## config.mk

```make
export PLATFORM = sky130hd
export DESIGN_NAME = dcs_unit
export DESIGN_NICKNAME = d
export VERILOG_FILES = /design/src/inc/dcs_pkg.sv /design/src/rtl/dcs_unit.sv
export SDC_FILE = /design/constraint.sdc
export NUM_CORES = 1
export LEC_CHECK = 0
export ABC_AREA = 0
export BUFFER_PORTS_ARGS = -buffer_cell sky130_fd_sc_hd__buf_4
export CAP_MARGIN = 20
export CORE_MARGIN = 2
export CORE_UTILIZATION = 40
export CTS_BUF_LIST = sky130_fd_sc_hd__clkbuf_8 sky130_fd_sc_hd__clkbuf_16
export CTS_CLUSTER_SIZE = 20
export DETAILED_ROUTE_END_ITERATION = 12
export GPL_ROUTABILITY_DRIVEN = 0
export PLACE_DENSITY = 0.66
export SYNTH_ARGS = -nofsm -noshare
export SYNTH_HDL_FRONTEND = slang
export SYNTH_SLANG_ARGS = --single-unit
```

## constraint.sdc

```tcl
create_clock -name core_clk -period 3.5 [get_ports core_clk]
set_input_delay 0.35 -clock core_clk [delete_from_list [all_inputs] [get_ports core_clk]]
set_output_delay 0.35 -clock core_clk [all_outputs]
set_load 0.05 [all_outputs]
```

## src/inc/dcs_pkg.sv

```systemverilog
// Purpose: Constants for the disk command and status unit
// Assumes: Six-byte command strings, 256-byte defect-map sectors
// Notes: Unit, retry and valid bit positions and timing counts live here; other command fields are decoded in dcs_unit
package dcs_pkg;
  localparam logic [7:0] OP_TEST_READY = 8'h00;
  localparam logic [7:0] OP_RECAL = 8'h01;
  localparam logic [7:0] OP_SENSE = 8'h03;
  localparam logic [7:0] OP_FORMAT_DRIVE = 8'h04;
  localparam logic [7:0] OP_CHECK_FORMAT = 8'h05;
  localparam logic [7:0] OP_FORMAT_TRACK = 8'h06;
  localparam int UNIT_HI = 6;
  localparam int UNIT_LO = 5;
  localparam int RETRY_BIT = 7;
  localparam int VALID_BIT = 7;
  localparam int INTERLEAVE_W = 5;
  localparam int SENSE_BYTES = 4;
  localparam logic [2:0] SENSE_LAST = 3'h3;
  localparam logic [7:0] MSG_OK = 8'h00;
  localparam logic [5:0] ERR_NOT_READY = 6'h04;
  localparam logic [5:0] ERR_NO_TRACK0 = 6'h06;
  localparam logic [5:0] ERR_SEEK = 6'h15;
  localparam logic [5:0] ERR_BAD_CMD = 6'h20;
  localparam logic [5:0] ERR_NONE = 6'h00;
  // Hash span and defect-map layout
  localparam int HASH_FIRST = 3;
  localparam int HASH_LAST = 255;
  localparam int HASH_COUNT = 253;
  localparam int ENTRY_BYTES = 4;
  localparam int MAX_ENTRIES = 63;
  localparam int FLAG_WHOLE_TRACK = 0;
  localparam int FLAG_BY_DIAG = 1;
  localparam int FLAG_BY_OS = 2;
  // Step pulse timing
  localparam int STEP_NS = 200;
  localparam int CLK_NS = 8;
  localparam int STEP_CYC = (STEP_NS + CLK_NS - 1) / CLK_NS;
  localparam logic [11:0] MAX_STEPS = 12'hFFF;
  typedef enum logic [2:0] {
    ST_IDLE = 3'b000,
    ST_STEP = 3'b001,
    ST_WAIT = 3'b011,
    ST_DONE = 3'b010,
    ST_SENSE = 3'b110
  } dcs_state_t;
endpackage

```

## src/rtl/dcs_unit.sv

```systemverilog
// Purpose: Command interpreter for test-ready, recalibrate, sense and format start
// Assumes: Host presents a whole six-byte string with cmd_valid; drive lines synchronous
// Notes: Defect-map helpers are combinational outputs registered for the host
// Function
// Defect-map sector hash covers bytes 3 to 255, 253 bytes
// Defect entry: three track bytes MSB first, then error flag byte
// Linear track equals cylinder times head count plus head
// Flag bit0 whole track, bit1 diagnostics, bit2 operating system, bit3 unused
// Opcode 00 selects the addressed drive and tests readiness
// Selected unit decides drive operated on; its state goes in completion
// Good status clears error flag with message 00, else flag and code
// Opcode 01 steps one cylinder at a time until track zero
// Error with retry bit set triggers automatic recalibration; code does so only for completion errors of a ready drive
// Host uses recalibrate only to fix positioning errors
// Opcode 03 returns exactly four status bytes
// Host may sense after a completion reporting an error
// After transfer error, sense bytes 1-3 hold failed address, unit in byte 1
// After good format or check, address points one sector past last track
// After failed format or check, address names the failing sector
// Sense byte 0: valid bit 7, zero bit 6, code bits 5-0
// Valid bit is zero when failed command used no block address
// Format drive covers given sector through maximum cylinder with interleave
// Sector header: 24-bit hash LSB first, then entry count
// Sector holds header plus up to 63 entries
// Unused command bytes are ignored
`timescale 1ns/10ps
`default_nettype none
module dcs_unit (
  input wire logic core_clk,
  input wire logic rst_n,
  input wire logic cmd_valid,
  input wire logic [47:0] cmd_bytes,
  input wire logic [3:0] drive_ready,
  input wire logic [3:0] drive_fault,
  input wire logic [3:0] track_zero,
  input wire logic xfer_error,
  input wire logic [5:0] xfer_error_code,
  input wire logic [20:0] xfer_error_lsn,
  input wire logic [20:0] format_next_lsn,
  input wire logic [15:0] cylinder,
  input wire logic [7:0] head,
  input wire logic [7:0] head_count,
  input wire logic [7:0] map_flag_in,
  input wire logic sense_ack,
  output logic cmd_busy,
  output logic done,
  output logic done_error,
  output logic [7:0] done_msg,
  output logic [1:0] drive_unit_select,
  output logic step_out,
  output logic sense_valid,
  output logic [7:0] sense_byte,
  output logic format_start,
  output logic [20:0] format_lsn,
  output logic [4:0] format_interleave,
  output logic [23:0] linear_track,
  output logic [31:0] map_entry,
  output logic [2:0] map_flag_kind
);
  dcs_pkg::dcs_state_t state, next_state;
  logic [7:0] opcode, next_opcode;
  logic [1:0] next_unit;
  logic retry, next_retry;
  logic [11:0] steps, next_steps;
  logic [7:0] tick, next_tick;
  logic [5:0] err_code, next_err_code;
  logic addr_valid, next_addr_valid;
  logic [20:0] err_lsn, next_err_lsn;
  logic [2:0] sidx, next_sidx;
  logic next_done, next_done_error, next_step, next_fstart, next_sense_valid;
  logic [7:0] next_done_msg, next_sense_byte;
  logic [20:0] next_format_lsn;
  logic [4:0] next_format_il;
  logic next_busy;

  function automatic logic [1:0] unit_of(input logic [7:0] b1);
    unit_of = b1[dcs_pkg::UNIT_HI:dcs_pkg::UNIT_LO];
  endfunction

  function automatic logic [7:0] sense_at(input logic [2:0] i, input logic v,
      input logic [5:0] c, input logic [1:0] u, input logic [20:0] a);
    case (i)
      3'h0: sense_at = {v, 1'b0, c};
      3'h1: sense_at = {1'b0, u, a[20:16]};
      3'h2: sense_at = a[15:8];
      default: sense_at = a[7:0];
    endcase
  endfunction

  always_comb begin
    next_state = state;
    next_opcode = opcode;
    next_unit = drive_unit_select;
    next_retry = retry;
    next_steps = steps;
    next_tick = tick;
    next_err_code = err_code;
    next_addr_valid = addr_valid;
    next_err_lsn = err_lsn;
    next_sidx = sidx;
    next_done = 1'b0;
    next_done_error = done_error;
    next_done_msg = done_msg;
    next_step = 1'b0;
    next_fstart = 1'b0;
    next_sense_valid = sense_valid;
    next_sense_byte = sense_byte;
    next_format_lsn = format_lsn;
    next_format_il = format_interleave;
    case (state)
      dcs_pkg::ST_IDLE: begin
        if (cmd_valid) begin
          // Opcode, unit and retry bits are read, plus address and interleave for format drive; the rest is ignored
          next_opcode = cmd_bytes[47:40];
          next_unit = unit_of(cmd_bytes[39:32]);
          next_retry = cmd_bytes[dcs_pkg::RETRY_BIT];
          case (cmd_bytes[47:40])
            dcs_pkg::OP_TEST_READY: begin
              next_state = dcs_pkg::ST_DONE;
            end
            dcs_pkg::OP_RECAL: begin
              next_steps = '0;
              next_state = dcs_pkg::ST_STEP;
            end
            dcs_pkg::OP_SENSE: begin
              next_sidx = '0;
              next_sense_valid = 1'b1;
              next_sense_byte = sense_at(3'h0, addr_valid, err_code, drive_unit_select,
                  err_lsn);
              next_state = dcs_pkg::ST_SENSE;
            end
            dcs_pkg::OP_FORMAT_DRIVE: begin
              next_fstart = 1'b1;
              next_format_lsn = cmd_bytes[36:16];
              next_format_il = cmd_bytes[12:8];
              next_done_error = 1'b0;
              next_done_msg = dcs_pkg::MSG_OK;
              next_done = 1'b1;
            end
            default: begin
              next_err_code = dcs_pkg::ERR_BAD_CMD;
              next_addr_valid = 1'b0;
              next_done_error = 1'b1;
              next_done_msg = {2'b00, dcs_pkg::ERR_BAD_CMD};
              next_done = 1'b1;
            end
          endcase
        end else if (format_next_lsn != format_lsn && !xfer_error) begin
          // Good format progress: address one sector past the last track done
          next_format_lsn = format_next_lsn;
          next_err_lsn = format_next_lsn;
        end
      end
      dcs_pkg::ST_STEP: begin
        if (track_zero[drive_unit_select]) begin
          next_state = dcs_pkg::ST_DONE;
        end else if (steps == dcs_pkg::MAX_STEPS) begin
          next_state = dcs_pkg::ST_DONE;
        end else begin
          next_step = 1'b1;
          next_steps = steps + 12'h001;
          next_tick = 8'(dcs_pkg::STEP_CYC);
          next_state = dcs_pkg::ST_WAIT;
        end
      end
      dcs_pkg::ST_WAIT: begin
        next_step = tick != 8'h00;
        next_tick = tick - 8'h01;
        if (tick == 8'h00) next_state = dcs_pkg::ST_STEP;
      end
      dcs_pkg::ST_DONE: begin
        next_done = 1'b1;
        if (!drive_ready[drive_unit_select] || drive_fault[drive_unit_select] ||
            (opcode == dcs_pkg::OP_RECAL && !track_zero[drive_unit_select])) begin
          next_err_code = !drive_ready[drive_unit_select] ? dcs_pkg::ERR_NOT_READY :
              (opcode == dcs_pkg::OP_RECAL ? dcs_pkg::ERR_NO_TRACK0 : dcs_pkg::ERR_SEEK);
          next_addr_valid = 1'b0;
          next_done_error = 1'b1;
          next_done_msg = {2'b00, next_err_code};
          // Retry enabled: recover head position automatically once
          if (retry && opcode != dcs_pkg::OP_RECAL && drive_ready[drive_unit_select]) begin
            next_done = 1'b0;
            next_opcode = dcs_pkg::OP_RECAL;
            next_steps = '0;
            next_state = dcs_pkg::ST_STEP;
          end else begin
            next_state = dcs_pkg::ST_IDLE;
          end
        end else begin
          next_err_code = dcs_pkg::ERR_NONE;
          next_done_error = 1'b0;
          next_done_msg = dcs_pkg::MSG_OK;
          next_state = dcs_pkg::ST_IDLE;
        end
      end
      dcs_pkg::ST_SENSE: begin
        if (sense_ack) begin
          if (sidx == dcs_pkg::SENSE_LAST) begin
            next_sense_valid = 1'b0;
            next_done_error = 1'b0;
            next_done_msg = dcs_pkg::MSG_OK;
            next_done = 1'b1;
            next_state = dcs_pkg::ST_IDLE;
          end else begin
            next_sidx = sidx + 3'h1;
            next_sense_byte = sense_at(sidx + 3'h1, addr_valid, err_code,
                drive_unit_select, err_lsn);
          end
        end
      end
      default: next_state = dcs_pkg::ST_IDLE;
    endcase
    // Latched last, so a new transfer error wins over a same-cycle clear
    if (xfer_error) begin
      next_err_code = xfer_error_code;
      next_addr_valid = 1'b1;
      next_err_lsn = xfer_error_lsn;
    end
    next_busy = next_state != dcs_pkg::ST_IDLE;
  end

  always_ff @(posedge core_clk or negedge rst_n) begin
    if (!rst_n) begin
      state <= dcs_pkg::ST_IDLE;
      opcode <= 8'h00;
      drive_unit_select <= 2'h0;
      retry <= 1'b0;
      steps <= 12'h000;
      tick <= 8'h00;
      err_code <= 6'h00;
      addr_valid <= 1'b0;
      err_lsn <= 21'h000000;
      sidx <= 3'h0;
      done <= 1'b0;
      done_error <= 1'b0;
      done_msg <= 8'h00;
      step_out <= 1'b0;
      format_start <= 1'b0;
      sense_valid <= 1'b0;
      sense_byte <= 8'h00;
      format_lsn <= 21'h000000;
      format_interleave <= 5'h00;
      cmd_busy <= 1'b0;
    end else begin
      state <= next_state;
      opcode <= next_opcode;
      drive_unit_select <= next_unit;
      retry <= next_retry;
      steps <= next_steps;
      tick <= next_tick;
      err_code <= next_err_code;
      addr_valid <= next_addr_valid;
      err_lsn <= next_err_lsn;
      sidx <= next_sidx;
      done <= next_done;
      done_error <= next_done_error;
      done_msg <= next_done_msg;
      step_out <= next_step;
      format_start <= next_fstart;
      sense_valid <= next_sense_valid;
      sense_byte <= next_sense_byte;
      format_lsn <= next_format_lsn;
      format_interleave <= next_format_il;
      cmd_busy <= next_busy;
    end
  end

  // Defect-map helpers; host computes the hash over its 253-byte span
  logic [23:0] next_linear;
  logic [31:0] next_entry;
  logic [2:0] next_kind;
  always_comb begin
    next_linear = 24'(cylinder) * 24'(head_count) + 24'(head);
    next_entry = {next_linear, map_flag_in};
    next_kind = {map_flag_in[dcs_pkg::FLAG_BY_OS], map_flag_in[dcs_pkg::FLAG_BY_DIAG],
        map_flag_in[dcs_pkg::FLAG_WHOLE_TRACK]};
  end
  always_ff @(posedge core_clk or negedge rst_n) begin
    if (!rst_n) begin
      linear_track <= 24'h000000;
      map_entry <= 32'h00000000;
      map_flag_kind <= 3'h0;
    end else begin
      linear_track <= next_linear;
      map_entry <= next_entry;
      map_flag_kind <= next_kind;
    end
  end
endmodule
`default_nettype wire

```

==> metrics.md, run 1 <==
| Metric | Value |
|---|---|
| FILL cells | `between 2000 and 2500` |
| Hold slack | `around 0.030 ns` |
| Post-layout util | `55.2%` |
| Max Fclk | `269 MHz` |
| IO Port Bufs | `247` |
| CTS H-Tree Depth | `4` |
| Worst path bufs/invs | `3` |
| Root Buffer | `clkbuf_16` |
| Crit-path max cell delay | `0.52 ns` |
| Clk_lat worst skew | `0.42 ns` |
| Worst Max-Slew Pin Slew | `1.05 ns` |
| Netlist Area Pre-Place | `0.0112 mm2` |
| Layout cells sized above 1 | `a little over a third` |
| RSZ-0062 raised after global routing | `yes` |
| Cell variety after synth | `70` |
| CP arrival | `4.01 ns` |
| Most common cell after layout, fill and taps aside | `buf_4` |
| Post-DP HPWL | `22800 um` |
| Most frequent cells in the layout | `288 x buf_4, 152 x inv_1, 141 x dfrtp_1` |
| Setup crit end kind | `flip-flop` |
| Area of all placed cells without fillers | `0.0152 mm2` |
| Vias/cell | `5.04` |
| Power per cell area | `around 710 mW/mm2` |
| Asr flop ratio synth | `100%` |
| CTS clock-pin slew for the worst setup and hold paths | `0.06 ns` |
| 1st-iter DRT viols | `between 400 and 500` |
| Post-Place Cells | `1773` |
| Clock Sinks | `141` |
| Post-synthesis sequential area ratio | `31.6%` |
| Antenna-violating nets left | `0` |
| Crit-path cells | `buf_8 > and2_4 > fa_1 > fa_1 > fa_1 > inv_1 > fa_1 > inv_2 > ha_4 > and2_4 > and4_4 > a32o_2 > a31oi_4 > mux2i_1 > o2111ai_1` |
| Fin nets | `1734` |
| CP max stage cell | `fa_1` |
| Kind of critical path | `primary input to flip-flop` |
| Remaining Overflow, GRT | `0` |
| Die W | `~170 um` |
| Worst vdd ir | `0.427 mV` |
| Post-Synthesis Cells | `1163` |
| Average cell area after synthesis | `9.61 um2` |
| Top Ports | `262` |
| Crit path max-delay family | `adder cells` |
| Area of the multi-input gates | `roughly 0.0073 mm2` |
| Core area | `roughly 0.028 mm2` |
| Area leader, netlist | `dfrtp_1` |
| Final non-filler cell total | `1820` |
| Layout area overhead | `36.4%` |
| First-pass GRT wire length | `47900 um` |
| CTS tree | `done` |
| Row count | `61` |
| Yosys top cell area share | `31.6%` |
| Inserted Diodes | `0` |
| CTS buffer count | `17` |
| #FFs+latches synth | `141` |
| Crit-path most repeated cell | `fa_1` |
| FF+latch area | `0.00353 mm2` |
| Vias in the first global route | `9365` |
| GRT Overall Usage | `between 20% and 30%` |
| Fin. max-slew vios | `0` |
| Drt pass-1 iters | `5` |
| Tcrit/Tclk final | `106%` |
| Initial antenna violation count | `0` |
| Setup WS post-layout | `-0.222 ns` |
| Final setup fails | `14` |
| Synth area leaders | `dfrtp_1 32%, fa_1 16%, ha_1 6.6%, and2_1 5.7%, inv_1 5.6%` |
| Clock Path Buffers | `2` |
| Placed cell area | `0.0138 mm2` |
| EDFF count, synth | `0` |
| Die area | `0.0293 mm2` |
| Max-cap violation count | `0` |
| Largest net degree at the start of global routing | `95` |
| Hold crit path type | `primary input to async pin` |
| Skew final | `0.00954 ns` |
| DRC violations left | `0` |
| Crit path time final | `3.72 ns` |
| Worst-path fanout max | `7` |
| Final hold violation count | `0` |
| Fin Setup TNS | `-1.99 ns` |
| Die extent in y | `171 um` |
| YS warnings | `0` |
| Outcome | `finished, violations left` |
| Required @ worst endpoint | `3.79 ns` |
| Lkg Pwr | `7.55 nW` |
| Hold buffers post-CTS | `0` |
| Nature of the critical path startpoint | `primary input` |
| Initial Utilization | `40.5%` |
| Worst rel slew slack | `29.9%` |
| Via count | `about 9200` |
| Routed length per instance | `16.6 um` |
| Synth Flop Type | `dfrtp_1` |
| Final wirelength | `between 30000 and 40000 um` |
| Violated checks | `setup timing` |
-- logic make-up after synthesis --
logic type,synth area share [%]
AOI/OAI and AO/OA,10.7
xor gates and xnor gates,4.00
adders and majority gates,23.1
buffers and inverters,9.27
DFF,31.6
muxes,4.38
other,0.0335
and+or+nand+nor,17.0
-- layout make-up --
type | count | share of cell area [%]
clock buffer | 18 | 2.88
clock inverter | 13 | 0.771
inverter | 167 | 4.11
multi-input combinational | 780 | 47.8
sequential | 141 | 23.1
tap | 378 | 3.10
timing repair buffer | 323 | 18.2
-- where the power goes --
| group | switching [W] | leakage, nW | internal, W |
|---|---|---|---|
| Sequential | 0.000201 | 1.70 | 0.00192 |
| Clock | 0.000714 | 0.272 | 0.000994 |
| Combinational | 0.00388 | 5.58 | 0.00316 |
-- flip-flops by register name, summed over array words and instances, names as in the netlist, 2 cells and up --
| register | count |
|---|---|
| sense_byte | 8 |
| drive_unit_select | 2 |
| map_entry | 29 |
| map_flag_kind | 2 |
| sidx | 3 |
| done_msg | 4 |
| format_interleave | 5 |
| state | 3 |
| tick | 8 |
| err_code | 6 |
| err_lsn | 21 |
| format_lsn | 21 |
| steps | 12 |
| opcode | 8 |
-- cell usage after synthesis, types with 3 or more instances --
cell and n:
buf_1 3, clkbuf_1 40, mux4_2 3, mux2i_1 23, dfrtp_1 141, nor2_1 47
nor3_1 27, nor4_1 9, xor2_1 34, a22oi_1 7, o31ai_1 3, and3_1 6
mux2_2 17, a221o_1 4, or3_1 4, fa_1 92, a222oi_1 3, o21ai_1 3
ha_1 59, inv_1 167, o21a_1 5, a31oi_1 5, buf_4 31, buf_2 3
nand4b_1 3, nor2b_1 6, or2_2 5, nand2b_1 7, a211oi_1 3, xnor2_1 17
and2_1 102, o21ai_0 27, nand4_1 16, nand3_1 20, a21o_1 27, nand2_1 90
a21oi_1 44, a22o_1 20
-- what timing repair did --
| item | CTS | global route |
|---|---|---|
| pin swaps | 53 | 69 |
| endpoints found under the setup margin | 15 | 15 |
| hold endpoints to repair | 0 | 0 |
| gates cloned | 3 | 2 |
| buffers inserted | 7 | 5 |
| resized for setup | 111 | 68 |
-- layer usage --
metal,vias to the layer above,track usage [%],wire length [um]
li1,4308,-,-
met1,4568,26.7,12900
met2,264,36.5,15300
met3,40,2.90,1390
met4,0,5.67,605
met5,-,0,0
-- per-stage QoR --
stage	setup slack (ns)	power [W]
2_1_floorplan	-0.508	0.00626
3_3_place_gp	-0.763	0.00797
3_5_place_dp	-0.821	0.00804
4_1_cts	-0.220	0.0103
5_1_grt	-0.333	0.0116
6_report	-0.222	0.0109
-- final timing paths --
| path | start | end | slack (ns) | depth (start not counted) |
|---|---|---|---|---|
| max | cylinder[11] | map_entry[28]$_DFF_PN0_ | -0.22 | 15 |
| min | rst_n | format_lsn[14]$_DFFE_PN0P_ | 0.03 | 1 |
| max reg2reg | opcode[1]$_DFFE_PN0P_ | cmd_busy$_DFF_PN0_ | 1.05 | 6 |
| min reg2reg | opcode[2]$_DFFE_PN0P_ | opcode[2]$_DFFE_PN0P_ | 0.46 | 2 |
| max in group asynchronous | rst_n | tick[0]$_DFFE_PN0P_ | 2.68 | 2 |
| min in group core_clk | map_flag_in[3] | map_entry[3]$_DFF_PN0_ | 0.03 | 1 |
No activity file was read; power rests on OpenSTA's default activity.
==> run 2: changes to the inputs <==
Settings changed: CTS_BUF_LIST sky130_fd_sc_hd__clkbuf_8 sky130_fd_sc_hd__clkbuf_16 to sky130_fd_sc_hd__clkbuf_2.
==> metrics.md, run 2 (synthesized netlist as in run 1, its figures left out) <==
| Metric | Value |
|---|---|
| FILL cells | `2447 (was 2435)` |
| Worst-path fanout max | `13 (was 7)` |
| CTS tree | `done (unchanged)` |
| Max reg flops | `29 (unchanged)` |
| Layout cells sized above 1 | `28.2% (was 36.1%)` |
| Hold crit path type | `primary input to flip-flop (was primary input to async pin)` |
| Die area | `0.0293 mm2 (unchanged)` |
| Placed cell area | `0.0138 mm2 (unchanged)` |
| Drt pass-1 iters | `6 (was 5)` |
| Die W | `171 um (unchanged)` |
| Total net switching power | `0.00443 W (was 0.00479 W)` |
| Die extent in y | `171 um (unchanged)` |
| Lkg Pwr | `7.67 nW (was 7.55 nW)` |
| Root Buffer | `clkbuf_2 (was clkbuf_16)` |
| Setup crit end kind | `flip-flop (unchanged)` |
| Routed length per instance | `15.8 um (was 16.6 um)` |
| Clock Power Share | `9.3% (was 15.7%)` |
| Largest net degree at the start of global routing | `95 (unchanged)` |
| Required @ worst endpoint | `4.08 ns (was 3.79 ns)` |
| Worst Max-Slew Pin Slew | `1.05 ns (about the same)` |
| Fin Setup TNS | `0 ns (was -1.99 ns)` |
| Remaining Overflow, GRT | `0 (unchanged)` |
| Final wirelength | `30500 um (was 30200 um)` |
| Antenna-violating nets left | `0 (unchanged)` |
| Post-DP HPWL | `22800 um (unchanged)` |
| Most frequent cells in the layout | `295 x buf_4, 165 x inv_1, 141 x dfrtp_1 (was 288 x buf_4, 152 x inv_1, 141 x dfrtp_1)` |
| Vias/cell | `4.99 (was 5.04)` |
| Crit path time final | `3.47 ns (was 3.72 ns)` |
| Area of all placed cells without fillers | `0.0154 mm2 (was 0.0152 mm2)` |
| Top Ports | `262 (unchanged)` |
| Final setup fails | `0 (was 14)` |
| Power per cell area | `610 mW/mm2 (was 713 mW/mm2)` |
| Via count | `9593 (was 9180)` |
| Initial antenna violation count | `2 (was 0)` |
| Fin. max-slew vios | `0 (unchanged)` |
| Kind of critical path | `primary input to flip-flop (unchanged)` |
| GRT Overall Usage | `21.2% (was 20.7%)` |
| DRC violations left | `0 (unchanged)` |
| Clock Sinks | `141 (unchanged)` |
| Layout area overhead | `37.7% (was 36.4%)` |
| Combinational share of power | `68.1% (was 64.8%)` |
| Vias in the first global route | `9857 (was 9365)` |
| CTS clock-pin slew for the worst setup and hold paths | `0.20 ns (was 0.06 ns)` |
| Outcome | `finished clean (was finished, violations left)` |
| Post-layout util | `55.7% (was 55.2%)` |
| CTS buffer count | `17 (unchanged)` |
| Clock Path Buffers | `2 (unchanged)` |
| Row count | `61 (unchanged)` |
| RSZ-0062 raised after global routing | `yes (unchanged)` |
| 1st-iter DRT viols | `523 (was 485)` |
| First-pass GRT wire length | `49500 um (was 47900 um)` |
| Biggest regs | `map_entry x29, err_lsn x21, format_lsn x21 (unchanged)` |
| Tcrit/Tclk final | `99.1% (was 106%)` |
| R2R setup slack | `0.57 ns (was 1.05 ns)` |
| Nature of the critical path startpoint | `primary input (unchanged)` |
| Reg with most FFs | `map_entry (unchanged)` |
| Switching Fraction | `47.1% (was 44.1%)` |
| Final hold violation count | `0 (unchanged)` |
| Part of the power in registers | `22.5% (was 19.5%)` |
| Max Fclk | `288 MHz (was 269 MHz)` |
| CP arrival | `4.04 ns (was 4.01 ns)` |
| Worst rel slew slack | `30.1% (was 29.9%)` |
| Initial Utilization | `40.5% (unchanged)` |
| Fin nets | `1836 (was 1734)` |
| CTS H-Tree Depth | `4 (unchanged)` |
| Most common cell after layout, fill and taps aside | `buf_4 (unchanged)` |
| Skew final | `0.0435 ns (was 0.00954 ns)` |
| Internal Pwr Total | `0.00496 W (was 0.00607 W)` |
| Max-cap violation count | `0 (unchanged)` |
| Core area | `0.0276 mm2 (unchanged)` |
| Worst vdd ir | `0.370 mV (was 0.427 mV)` |
| IO Port Bufs | `247 (unchanged)` |
| Clk_lat worst skew | `0.70 ns (was 0.42 ns)` |
run 2: cell count changes in the layout (fill, tap and decap cells not counted), moves of 7 or more:
cell	before	now
and2_1	66	95
clkbuf_16	19	0
buf_12	15	4
clkbuf_2	0	17
inv_2	15	2
inv_1	152	165
dlygate4sd3_1	0	116
and2_4	36	7
buf_4	288	295
run 2: final cells by class:
type,count,area [um2],share of cell area (%)
Timing Repair Buffer,425,3580,23.3
Sequential cell,141,3530,22.9
Inverter,167,627,4.07
Clock buffer,17,85.1,0.553
Tap cell,378,473,3.07
Clock inverter,14,121,0.788
Multi-Input combinational cell,780,6980,45.3
Antenna cell,2,5.00,0.0325
run 2: worst paths after layout:
kind | from | end | cells after the start
max | head_count[5] | map_entry[28]$_DFF_PN0_ | 15
min | xfer_error | err_code[5]$_DFFE_PN0P_ | 3
max reg2reg | format_lsn[2]$_DFFE_PN0P_ | err_lsn[17]$_DFFE_PN0P_ | 8
min reg2reg | tick[0]$_DFFE_PN0P_ | tick[0]$_DFFE_PN0P_ | 1
max in group asynchronous | rst_n | tick[7]$_DFFE_PN0P_ | 3
min in group asynchronous | rst_n | format_lsn[8]$_DFFE_PN0P_ | 2
run 2: metrics by stage:
step	hold WS, ns	setup WS, ns	std cells	power [W]
after detailed placement	0.453	-0.821	1773	0.00804
after global placement	0.446	-0.763	1773	0.00797
after global routing	0.0190	-0.0518	1924	0.0101
after floorplan	0.0544	-0.508	1165	0.00626
final	0.112	0.0324	1924	0.00939
after CTS	0.00899	-0.000756	1920	0.00910
run 2: per-layer routing:
layer  track usage (%)  share of wire, %  wire [um]  vias to the layer above
met2              37.1                51      15400                      276
met4              6.34               1.7        514                        0
li1                  -                 -          -                     4520
met3              3.04               4.7       1420                       45
met1              27.3                43      13100                     4752
met5                 0                 0          0                        -
run 2: worst max-delay path: stages:
cell and delay (ns):
buf_6 0.12, and2_1 0.17, fa_1 0.50, fa_1 0.52, fa_1 0.49, inv_1 0.05
fa_1 0.47, inv_1 0.06, ha_4 0.22, and2_4 0.16, and4_1 0.18, a32o_2 0.24
a31oi_4 0.19, mux2i_1 0.21, o2111ai_1 0.10
run 2: power by group through the flow:
stage,Sequential (W),Clock (W),Combinational (W)
2_1_floorplan,0.00271,0,0.00355
3_3_place_gp,0.00215,0,0.00582
3_5_place_dp,0.00215,0,0.00589
4_1_cts,0.00212,0.000917,0.00606
5_1_grt,0.00216,0.000982,0.00701
6_report,0.00212,0.000877,0.00640
run 2: what timing repair did:
action                                  in CTS  in global routing
hold buffers                               116                  0
endpoints found under the hold margin      170                  0
pin swaps                                    0                 29
resized for setup                            2                 53
buffers inserted                             0                  2
endpoints found under the setup margin       2                 10
==> run 3: changes to the inputs <==
==> constraint.sdc (replaced) <==
create_clock -name core_clk -period 3.5 [get_ports core_clk]
set_input_delay 0.175 -clock core_clk [delete_from_list [all_inputs] [get_ports core_clk]]
set_output_delay 0.175 -clock core_clk [all_outputs]
set_load 0.05 [all_outputs]
==> metrics.md, run 3 (synthesized netlist as in run 1, its figures left out) <==
| Metric | Value |
|---|---|
| Hold EP | `map_entry[9]$_DFF_PN0_ (was err_code[5]$_DFFE_PN0P_)` |
| FILL cells | `2505 (was 2447)` |
| Layout area overhead | `37.6% (was 37.7%)` |
| Post-CTS setup buffer count | `0 (unchanged)` |
| Final hold violation count | `0 (unchanged)` |
| Worst R2R Path Depth | `8 (unchanged)` |
| Kind of critical path | `primary input to flip-flop (unchanged)` |
| Setup WS post-layout | `0.103 ns (was 0.0324 ns)` |
| FF+latch area | `0.00353 mm2 (unchanged)` |
| RR Startpoint | `format_lsn[4]$_DFFE_PN0P_ (was format_lsn[2]$_DFFE_PN0P_)` |
| Most frequent cells in the layout | `306 x buf_4, 166 x inv_1, 141 x dfrtp_1 (was 295 x buf_4, 165 x inv_1, 141 x dfrtp_1)` |
| Required @ worst endpoint | `4.08 ns (about the same)` |
| Via count | `9513 (was 9593)` |
| Drt pass-1 iters | `4 (was 6)` |
| Nature of the critical path startpoint | `primary input (unchanged)` |
| Hold crit path type | `primary input to flip-flop (unchanged)` |
| Max Fclk | `294 MHz (was 288 MHz)` |
| Tcrit/Tclk final | `97.1% (was 99.1%)` |
| Hold_sp | `cylinder[0] (was xfer_error)` |
| Total chip power | `0.00921 W (was 0.00939 W)` |
| Clock Sinks | `141 (unchanged)` |
| Worst rel slew slack | `31.0% (was 30.1%)` |
| Post-DP HPWL | `23000 um (was 22800 um)` |
| Root Buffer | `clkbuf_2 (unchanged)` |
| Max-cap violation count | `0 (unchanged)` |
| Antenna-violating nets left | `0 (unchanged)` |
| Initial Utilization | `40.5% (unchanged)` |
| Area of the multi-input gates | `0.00683 mm2 (was 0.00698 mm2)` |
| Most common cell after layout, fill and taps aside | `buf_4 (unchanged)` |
| 1st-iter DRT viols | `557 (was 523)` |
| CTS clock-pin slew for the worst setup and hold paths | `0.28 ns (was 0.20 ns)` |
| Biggest regs | `map_entry x29, err_lsn x21, format_lsn x21 (unchanged)` |
| CTS H-Tree Depth | `4 (unchanged)` |
| Worst-path fanout max | `13 (unchanged)` |
| First-pass GRT wire length | `50000 um (was 49500 um)` |
| Power per cell area | `598 mW/mm2 (was 610 mW/mm2)` |
| Outcome | `finished clean (unchanged)` |
| Crit path time final | `3.40 ns (was 3.47 ns)` |
| WHS Path Cells | `5 (was 3)` |
| Routed length per instance | `15.8 um (about the same)` |
| Layout cells sized above 1 | `26.1% (was 28.2%)` |
| Hold slack | `0.0954 ns (was 0.112 ns)` |
| CTS tree | `done (unchanged)` |
| R2R Path End | `err_lsn[5]$_DFFE_PN0P_ (was err_lsn[17]$_DFFE_PN0P_)` |
| Setup crit end kind | `flip-flop (unchanged)` |
| Die area | `0.0293 mm2 (unchanged)` |
| Final wirelength | `30600 um (was 30500 um)` |
| Vias in the first global route | `10000 (was 9857)` |
| Worst Max-Slew Pin Slew | `1.03 ns (was 1.05 ns)` |
| Vias/cell | `4.90 (was 4.99)` |
| Initial antenna violation count | `1 (was 2)` |
| Die extent in y | `171 um (unchanged)` |
| Max reg flops | `29 (unchanged)` |
| GRT Overall Usage | `21.4% (was 21.2%)` |
| Worst vdd ir | `0.304 mV (was 0.370 mV)` |
| CP arrival | `3.97 ns (was 4.04 ns)` |
| Top Ports | `262 (unchanged)` |
| Row count | `61 (unchanged)` |
| Lkg Pwr | `7.70 nW (was 7.67 nW)` |
| R2R setup slack | `0.30 ns (was 0.57 ns)` |
| Largest net degree at the start of global routing | `108 (was 95)` |
| Final setup fails | `0 (unchanged)` |
| Clock Path Buffers | `2 (unchanged)` |
| Die W | `171 um (unchanged)` |
| IO Port Bufs | `247 (unchanged)` |
| Fin nets | `1853 (was 1836)` |
| Remaining Overflow, GRT | `0 (unchanged)` |
| Fin. max-slew vios | `0 (unchanged)` |
| CTS buffer count | `17 (unchanged)` |
| Placement Setup Slack | `-0.665 ns (was -0.821 ns)` |
| Skew final | `0.0541 ns (was 0.0435 ns)` |
| DRC violations left | `0 (unchanged)` |
| Clk_lat worst skew | `0.72 ns (was 0.70 ns)` |
| Core area | `0.0276 mm2 (unchanged)` |
| Reg with most FFs | `map_entry (unchanged)` |
[run 3: cell count changes in the layout (fill, tap and decap cells not counted), moves of 3 or more]
cell	change
dlygate4sd3_1	+17
buf_4	+11
nand2_1	+10
nand2_2	-10
buf_6	-6
a21oi_1	+4
a21oi_2	-4
buf_8	-3
clkinv_2	-3
ha_1	+3
ha_4	-3
[run 3: critical path, cell delays in order]
cell and delay (ns):
buf_4 0.15, and2_1 0.18, fa_1 0.51, fa_1 0.51, fa_1 0.49, inv_1 0.05, fa_1 0.47, inv_1 0.06
ha_4 0.22, a21oi_1 0.21, o21bai_1 0.12, a32o_1 0.30, a31oi_4 0.20, mux2i_1 0.20, o2111ai_1 0.13
[run 3: routing by layer]
metal	GRT usage [%]	vias to the layer above	wire (um)
met5	0	-	0
met3	3.43	43	1400
met4	5.97	0	597
met1	26.5	4685	13200
li1	-	4550	-
met2	38.4	235	15400
[run 3: worst max path at each step]
stage	startpoint	endpoint	slack (ns)	cells past startpoint
final	head_count[5]	map_entry[28]$_DFF_PN0_	0.10	15
after global routing	head_count[5]	map_entry[28]$_DFF_PN0_	-0.007	15
after CTS	head_count[7]	map_entry[29]$_DFF_PN0_	0.14	16
after detailed placement	head_count[1]	map_entry[28]$_DFF_PN0_	-0.66	16
after global placement	head_count[7]	map_entry[27]$_DFF_PN0_	-0.58	16
after floorplan	head_count[7]	map_entry[28]$_DFF_PN0_	-0.33	15
[run 3: per-stage QoR]
step	util, %	setup TNS (ns)	cells	cell area, um2
6_report	55.7	0	1941	15400
5_1_grt	55.7	-0.00697	1941	15400
4_1_cts	55.6	0	1939	15400
3_5_place_dp	49.9	-7.66	1775	13800
3_3_place_gp	49.9	-6.89	1775	13800
2_1_floorplan	-	-2.85	1165	11400
[run 3: area by class of cell]
class / instances / share of cell area [%]
clock buffers: 18 / 0.585
clock inverters: 14 / 1.04
well taps: 378 / 3.07
repair buffers: 442 / 23.9
flip-flops and latches: 141 / 22.9
diodes: 1 / 0.0163
inverters: 167 / 4.07
multi-input cells: 780 / 44.4
[run 3: power breakdown]
| part | internal, W | total [W] | switching [W] |
|---|---|---|---|
| registers | 0.00191 | 0.00211 | 0.000198 |
| clock network | 0.000345 | 0.00101 | 0.000661 |
| logic | 0.00264 | 0.00609 | 0.00344 |
[run 3: timing repair]
item | in CTS | in global routing
endpoints found under the setup margin | 0 | 3
hold buffers | 132 | 1
resized for setup | 0 | 2
endpoints found under the hold margin | 197 | 1
